## config.mk

```make
export PLATFORM = sky130hd
export DESIGN_NAME = uicr_regs
export DESIGN_NICKNAME = d
export VERILOG_FILES = /design/src/uicr_regs.v
export VERILOG_INCLUDE_DIRS = /design/src
export SDC_FILE = /design/constraint.sdc
export NUM_CORES = 1
export LEC_CHECK = 0
export BUFFER_PORTS_ARGS = -buffer_cell sky130_fd_sc_hd__clkbuf_2
export CORE_MARGIN = 3
export CORE_UTILIZATION = 43
export CTS_BUF_LIST = sky130_fd_sc_hd__clkbuf_4 sky130_fd_sc_hd__clkbuf_8
export DETAILED_ROUTE_END_ITERATION = 16
export PLACE_DENSITY = 0.79
export SYNTH_ARGS = -nofsm -noshare
export SYNTH_HDL_FRONTEND = slang
export SYNTH_SLANG_ARGS = --single-unit
export TNS_END_PERCENT = 20
```

## constraint.sdc

```tcl
create_clock -name clk_i -period 1.99 [get_ports clk_i]
set_input_delay 0.199 -clock clk_i [delete_from_list [all_inputs] [get_ports clk_i]]
set_output_delay 0.199 -clock clk_i [all_outputs]
set_load 0.02 [all_outputs]
```

## src/uicr_defs.vh

```
`ifndef UICR_DEFS_VH
`define UICR_DEFS_VH

// Byte addresses of the registers (word aligned, address bits 11:2 decoded).
`define UICR_ADDR_INT_CLEAR      12'h044
`define UICR_ADDR_IDENT_BYTE4    12'hFD0
`define UICR_ADDR_RAW_STATUS     12'h03C
`define UICR_ADDR_MASK           12'h038
`define UICR_ADDR_MASKED_STATUS  12'h040

// Interrupt bit positions.
`define UICR_BIT_RX              4
`define UICR_BIT_TX              5
`define UICR_BIT_RX_TIMEOUT      6
`define UICR_BIT_FRAMING         7
`define UICR_BIT_PARITY          8
`define UICR_BIT_BREAK           9
`define UICR_BIT_LO              4
`define UICR_BIT_HI              9
`define UICR_NUM_SRC             6

// Reset values.
`define UICR_RESET_ZERO          32'h0000_0000
`define UICR_RESET_MASK          6'h00
`define UICR_RESET_RAW           6'h00

`endif

```

## src/uicr_regs.v

```verilog
`timescale 1ns/100ps
`include "uicr_defs.vh"

module uicr_regs #(
    parameter [7:0] IDENT_BYTE4 = 8'h5A  // Arbitrary identification value.
) (
    // Clock and reset.
    input  wire        clk_i,
    input  wire        rst_i,
    // AHB-Lite slave.
    input  wire        hsel_i,
    input  wire [11:0] haddr_i,
    input  wire [1:0]  htrans_i,
    input  wire        hwrite_i,
    input  wire [2:0]  hsize_i,
    input  wire        hready_i,
    input  wire [31:0] hwdata_i,
    output reg  [31:0] hrdata_o,
    output wire        hreadyout_o,
    output wire        hresp_o,
    // Interrupt events from the UART datapath, one-cycle pulses, bits 9:4.
    input  wire [5:0]  event_i,
    // Status to the UART.
    output wire [5:0]  raw_status_o,
    output wire [5:0]  masked_status_o,
    output wire        irq_o
);

    // Only whole words are transferred, so the transfer size is not decoded.

    // Byte addresses of the decoded registers as sized constants.
    localparam [11:0]  ADDR_CLEAR  = `UICR_ADDR_INT_CLEAR;
    localparam [11:0]  ADDR_IDENT  = `UICR_ADDR_IDENT_BYTE4;
    localparam [11:0]  ADDR_RAW    = `UICR_ADDR_RAW_STATUS;
    localparam [11:0]  ADDR_MASK   = `UICR_ADDR_MASK;
    localparam [11:0]  ADDR_MASKED = `UICR_ADDR_MASKED_STATUS;

    // Word indices; the two low address bits never take part in decoding.
    localparam [9:0]   IDX_CLEAR   = ADDR_CLEAR[11:2];
    localparam [9:0]   IDX_IDENT   = ADDR_IDENT[11:2];
    localparam [9:0]   IDX_RAW     = ADDR_RAW[11:2];
    localparam [9:0]   IDX_MASK    = ADDR_MASK[11:2];
    localparam [9:0]   IDX_MASKED  = ADDR_MASKED[11:2];

    // Number of interrupt sources handled here.
    localparam integer NSRC        = `UICR_NUM_SRC;

    // Interrupt state.
    reg  [5:0]  raw_reg;
    wire [5:0]  raw_next;
    reg  [5:0]  mask_reg;
    reg  [5:0]  mask_next;
    wire [5:0]  masked_status;

    // Data-phase state of the write taken at the last edge.
    reg         wr_pend_reg;
    reg         wr_pend_next;
    reg  [9:0]  wr_idx_reg;
    reg  [9:0]  wr_idx_next;

    // Address-phase decode.
    wire        take;
    wire        take_wr;
    wire        take_rd;
    wire [9:0]  addr_idx;

    // Data-phase decode.
    wire [5:0]  wr_field;
    wire        clr_hit;
    wire        mask_hit;
    wire [5:0]  clr_bits;

    // Fixed identification word.
    wire [31:0] ident_word;

    // Read path.
    reg  [31:0] rd_next;
    reg  [31:0] hrdata_next;

    // No wait states are ever inserted.
    assign hreadyout_o = 1'b1;

    // Every response is OKAY.
    assign hresp_o     = 1'b0;

    // A transfer is taken when it is selected, the bus is ready and it is neither IDLE nor BUSY.
    assign take     = hsel_i & hready_i & htrans_i[1];
    assign take_wr  = take & hwrite_i;
    assign take_rd  = take & ~hwrite_i;
    assign addr_idx = haddr_i[11:2];

    // Write data follows its address by one cycle, so the write target is held for the data phase.
    always @* begin
        wr_pend_next = take_wr;
        wr_idx_next  = wr_idx_reg;
        if (take_wr) begin
            wr_idx_next = addr_idx;
        end
    end

    // The pending write flag lasts exactly one data phase.
    always @(posedge clk_i) begin
        if (rst_i) begin
            wr_pend_reg <= 1'b0;
            wr_idx_reg  <= 10'h000;
        end else begin
            wr_pend_reg <= wr_pend_next;
            wr_idx_reg  <= wr_idx_next;
        end
    end

    // The interrupt field of the write data sits at bits 9:4.
    assign wr_field = hwdata_i[`UICR_BIT_HI:`UICR_BIT_LO];

    assign clr_hit  = wr_pend_reg & (wr_idx_reg == IDX_CLEAR);
    assign clr_bits = clr_hit ? wr_field : 6'h00;

    // The mask register takes the same field on a write to its own address.
    assign mask_hit = wr_pend_reg & (wr_idx_reg == IDX_MASK);

    // Each source is a sticky flag: an event sets it and a clear strobe drops it.
    genvar i;
    generate
        for (i = 0; i < NSRC; i = i + 1) begin : g_src
            assign raw_next[i] = event_i[i] | (raw_reg[i] & ~clr_bits[i]);
        end
    endgenerate

    // A mask write replaces the whole field at the end of its data phase.
    always @* begin
        mask_next = mask_reg;
        if (mask_hit) begin
            mask_next = wr_field;
        end
    end

    always @(posedge clk_i) begin
        if (rst_i) begin
            raw_reg  <= `UICR_RESET_RAW;
            mask_reg <= `UICR_RESET_MASK;
        end else begin
            raw_reg  <= raw_next;
            mask_reg <= mask_next;
        end
    end

    // Status bit 0 is the receive source and bit 5 the break source.
    // Masked view follows raw.
    assign masked_status   = raw_reg & mask_reg;
    assign raw_status_o    = raw_reg;
    assign masked_status_o = masked_status;
    assign irq_o           = |masked_status;

    assign ident_word = {24'h00_0000, IDENT_BYTE4};

    // Read data is chosen in the address phase and stands in the data phase.
    // Bits 31:10 and 3:0 of every register here except the identification word read as zero.
    always @* begin
        rd_next = 32'h0000_0000;
        case (addr_idx)
            IDX_CLEAR: begin
                rd_next = 32'h0000_0000;
            end
            IDX_IDENT: begin
                // The identification word cannot be written.
                rd_next = ident_word;
            end
            IDX_RAW: begin
                // Raw flags before masking.
                rd_next = {22'h0, raw_reg, 4'h0};
            end
            IDX_MASK: begin
                // Mask as last written.
                rd_next = {22'h0, mask_reg, 4'h0};
            end
            IDX_MASKED: begin
                // Flags that drive the interrupt line.
                rd_next = {22'h0, masked_status, 4'h0};
            end
            default: begin
                rd_next = 32'h0000_0000;
            end
        endcase
    end

    // The read data holds until the next read is taken.
    always @* begin
        hrdata_next = hrdata_o;
        if (take_rd) begin
            hrdata_next = rd_next;
        end
    end

    // Reset leaves the read data at zero.
    always @(posedge clk_i) begin
        if (rst_i) begin
            hrdata_o <= `UICR_RESET_ZERO;
        end else begin
            hrdata_o <= hrdata_next;
        end
    end

endmodule

```

==> results by group <==
GRT
  • First-pass GRT wire length: 5733 um
  • Vias in the first global route: 1,196
  • Initial antenna violation count: 0
  • Largest net degree at the start of global routing: 26
  • Total Routing Usage GR: 17.44%
  • Total grt overflow: 0

STA
  • Final hold vios: 0
  • Count of final max-slew check failures: 0
  • Final setup viols: 0
  • Fin crit period: 1.912 ns
  • Sum Neg Setup Slack: 0 ns
  • Max Freq: 522.9 MHz
  • Worst Hold Slack: 0.1210 ns
  • RSZ-0062 raised after global routing: no
  • Skew final: 0.005252 ns
  • Final worst-path cycle share: 96.09%

Clocking
  • Clk buf depth: 2
  • Clock-pin transition on the worst setup and hold timing paths: 0.06 ns
  • Cts bufs inserted: 5
  • H-Tree Depth: 2
  • CTS tree: built
  • Later-pin clock latency in the skew report: 0.28 ns
  • Root buffer cell: clkbuf_8
  • CTS sink cnt: 30

Critical path
  • Crit path kind: register to output port
  • WP data arrival: 1.71 ns
  • Worst path slowest cell: or4_4
  • CP max FO: 5
  • Worst R2R Start: wr_idx_reg[9]$_SDFFE_PP0P_
  • Worst Setup End Kind: output port
  • Crit path from: raw_status_o[0]$_SDFF_PP0_
  • Cell breakdown of the critical path: and2_1 > or2_2 > or4_4 > buf_6
  • Startpoint Class: register
  • Data required, critical path: 1.79 ns
  • Slowest Stage Delay on Critical Path: 0.48 ns

Routing
  • First-pass detailed-route iteration total: 4
  • DR iter-0 viols: 79
  • Total Wirelength: 3670 um
  • Wirelength per Cell: 12.79 um
  • Vias per std cell: 4.934
  • Drt drc: 0
  • Remaining antenna violation count: 0
  • Vias: 1,416

Logic synthesis
  • Post-Syn Area: 1597 um2
  • Cells after synthesis: 196
  • Syn Area/Cell: 8.146 um2
  • Yosys Warn Count: 0
  • Count of cell types in the netlist: 32
  • Sequential share of the synthesized area: 37.62%
  • Flops & latches, synth: 30

Power and ir drop
  • Sw frac: 26.64%
  • Reg power frac: 49.8%
  • Psw: 336.8 uW
  • Internal power: 927.6 uW
  • Total Power: 1264 uW
  • Pwr dens: 683.3 nW/um2
  • Static Leak: 0.0008482 uW
  • Maximum vdd ir drop: 0.0002898 V
  • Logic pwr share: 12.5%
  • Clock share of power: 37.6%

Final layout
  • Layout Nets: 302
  • Post-route cell area: 1851 um2
  • Final Non-Filler Cells: 287
  • Share of cells above drive strength 1: 27.80%
  • N_diodes: 0
  • Largest register FFs: 10
  • Filler cells: 370
  • Synth-to-Final Area Change: 15.91%

Hold path
  • HP Start: event_i[0]
  • Hold Crit Class: primary input to register

Place
  • Inst Count DP: 281
  • Routability cong.: 0.8021
  • Port-buffer cells: 48
  • Placed Area: 1755 um2
  • HPWL Detailed: 2824 um

Floorplanning
  • Core region area: 3442 um2
  • Row cnt: 21
  • Die area: 4480 um2
  • Die Wd: 66.94 um
  • Io pins: 107
  • Die Y: 66.94 um
  • Starting Density: 46.38%

Run status
  • Status: finished clean

Job
  • Maxcap violations: 0
layer usage:
layer | routed length (um) | vias to the layer above | global-route usage, %
met1 | 1562 | 642 | 21.72
met2 | 1751 | 59 | 27.97
met4 | 86 | 0 | 9.873
li1 | - | 708 | -
met3 | 270 | 7 | 3.204
met5 | 0 | - | 0
area by class of cell:
class,count,area (um2),area share (%)
timing repair buffer,51,269.0,14.54
inverter,5,18.77,1.014
sequential,30,603.1,32.59
tap,46,57.56,3.110
multi-input combinational,149,819.5,44.29
clock buffer,6,82.58,4.462
metrics by stage:
| step | setup slack [ns] | utilization, % |
|---|---|---|
| 2_1_floorplan | 0.2647 | - |
| 3_3_place_gp | 0.2245 | 51.00 |
| 3_5_place_dp | 0.2220 | 51.00 |
| 4_1_cts | 0.01292 | 53.40 |
| 5_1_grt | 0.02771 | 53.76 |
| 6_report | 0.07777 | 53.76 |
Yosys cell counts:
cell type / count / area [um2]
dfxtp_1: 30 / 600.6
buf_4: 27 / 202.7
nand2_1: 27 / 101.4
nor2_1: 24 / 90.09
a21oi_1: 16 / 80.08
clkbuf_1: 7 / 26.28
mux2i_1: 7 / 70.07
and2_1: 6 / 37.54
inv_1: 5 / 18.77
nand3_1: 5 / 25.02
a22o_1: 4 / 35.03
a22oi_1: 4 / 30.03
o32ai_1: 4 / 35.03
a21o_1: 3 / 22.52
nor2b_1: 3 / 18.77
a311oi_1: 2 / 17.52
and4_1: 2 / 17.52
buf_6: 2 / 22.52
conb_1: 2 / 7.510
nand4_1: 2 / 12.51
or2_2: 2 / 12.51
or4_1: 2 / 15.01
nand4b_1: 1 / 8.760
nand4b_2: 1 / 15.01
nor2_2: 1 / 6.260
nor3_1: 1 / 5.000
nor3_4: 1 / 16.27
nor4_1: 1 / 6.260
nor4_2: 1 / 12.51
nor4b_1: 1 / 8.760
o21ai_1: 1 / 5.000
or4b_4: 1 / 13.76
layout by cell type, fill, tap and decap left out, types with 2 or more instances in the layout:
cell type	instances
clkbuf_2	47
dfxtp_1	28
nand2_1	27
conb_1	26
nor2_1	24
a21oi_1	16
mux2i_1	7
and2_1	6
clkbuf_8	6
inv_1	5
nand3_1	5
o32ai_1	4
a22o_1	4
a22oi_1	4
nor2b_1	3
a21o_1	3
buf_4	3
or2_2	2
and4_1	2
nand4_1	2
a311oi_1	2
dfxtp_2	2
logic make-up (layout without fill, tap and decap cells):
logic type | Yosys count | after routing | synth area share, %
simple gates | 82 | 82 | 26.49
buf+inv | 41 | 62 | 16.93
compound gates | 34 | 34 | 14.11
flops | 30 | 30 | 37.62
mux | 7 | 7 | 4.389
other cells | 2 | 26 | 0.4704
path summary, 6_finish.rpt:
path                                endpoint  slack [ns]  cells after the start
setup / recovery                       irq_o        0.08                      4
hold / removal    raw_status_o[0]$_SDFF_PP0_        0.12                      3
setup reg to reg    mask_reg[4]$_SDFFE_PP0P_        0.31                      6
hold reg to reg   wr_idx_reg[9]$_SDFFE_PP0P_        0.46                      2
worst max-delay path: cells and delay by family, from the launching register on:
kind	cells	cell delay (ns)
buffers and inverters	1	0.15
flip-flops	1	0.35
AND/OR/NAND/NOR	3	0.94
power by group through the flow:
| stage | clock network, uW | logic (uW) | registers (uW) |
|---|---|---|---|
| 5_1_grt | 507 | 176 | 632 |
| 3_5_place_dp | 0 | 157 | 642 |
| 3_3_place_gp | 0 | 156 | 642 |
| 6_report | 476 | 158 | 630 |
| 2_1_floorplan | 0 | 133 | 651 |
| 4_1_cts | 481 | 157 | 629 |
what timing repair did:
item,CTS,global route
resized for setup,0,6
hold buffers,0,0
endpoints found under the setup margin,0,1
setup buffers,0,0
Note: power is estimated with default switching activity, not from simulation.
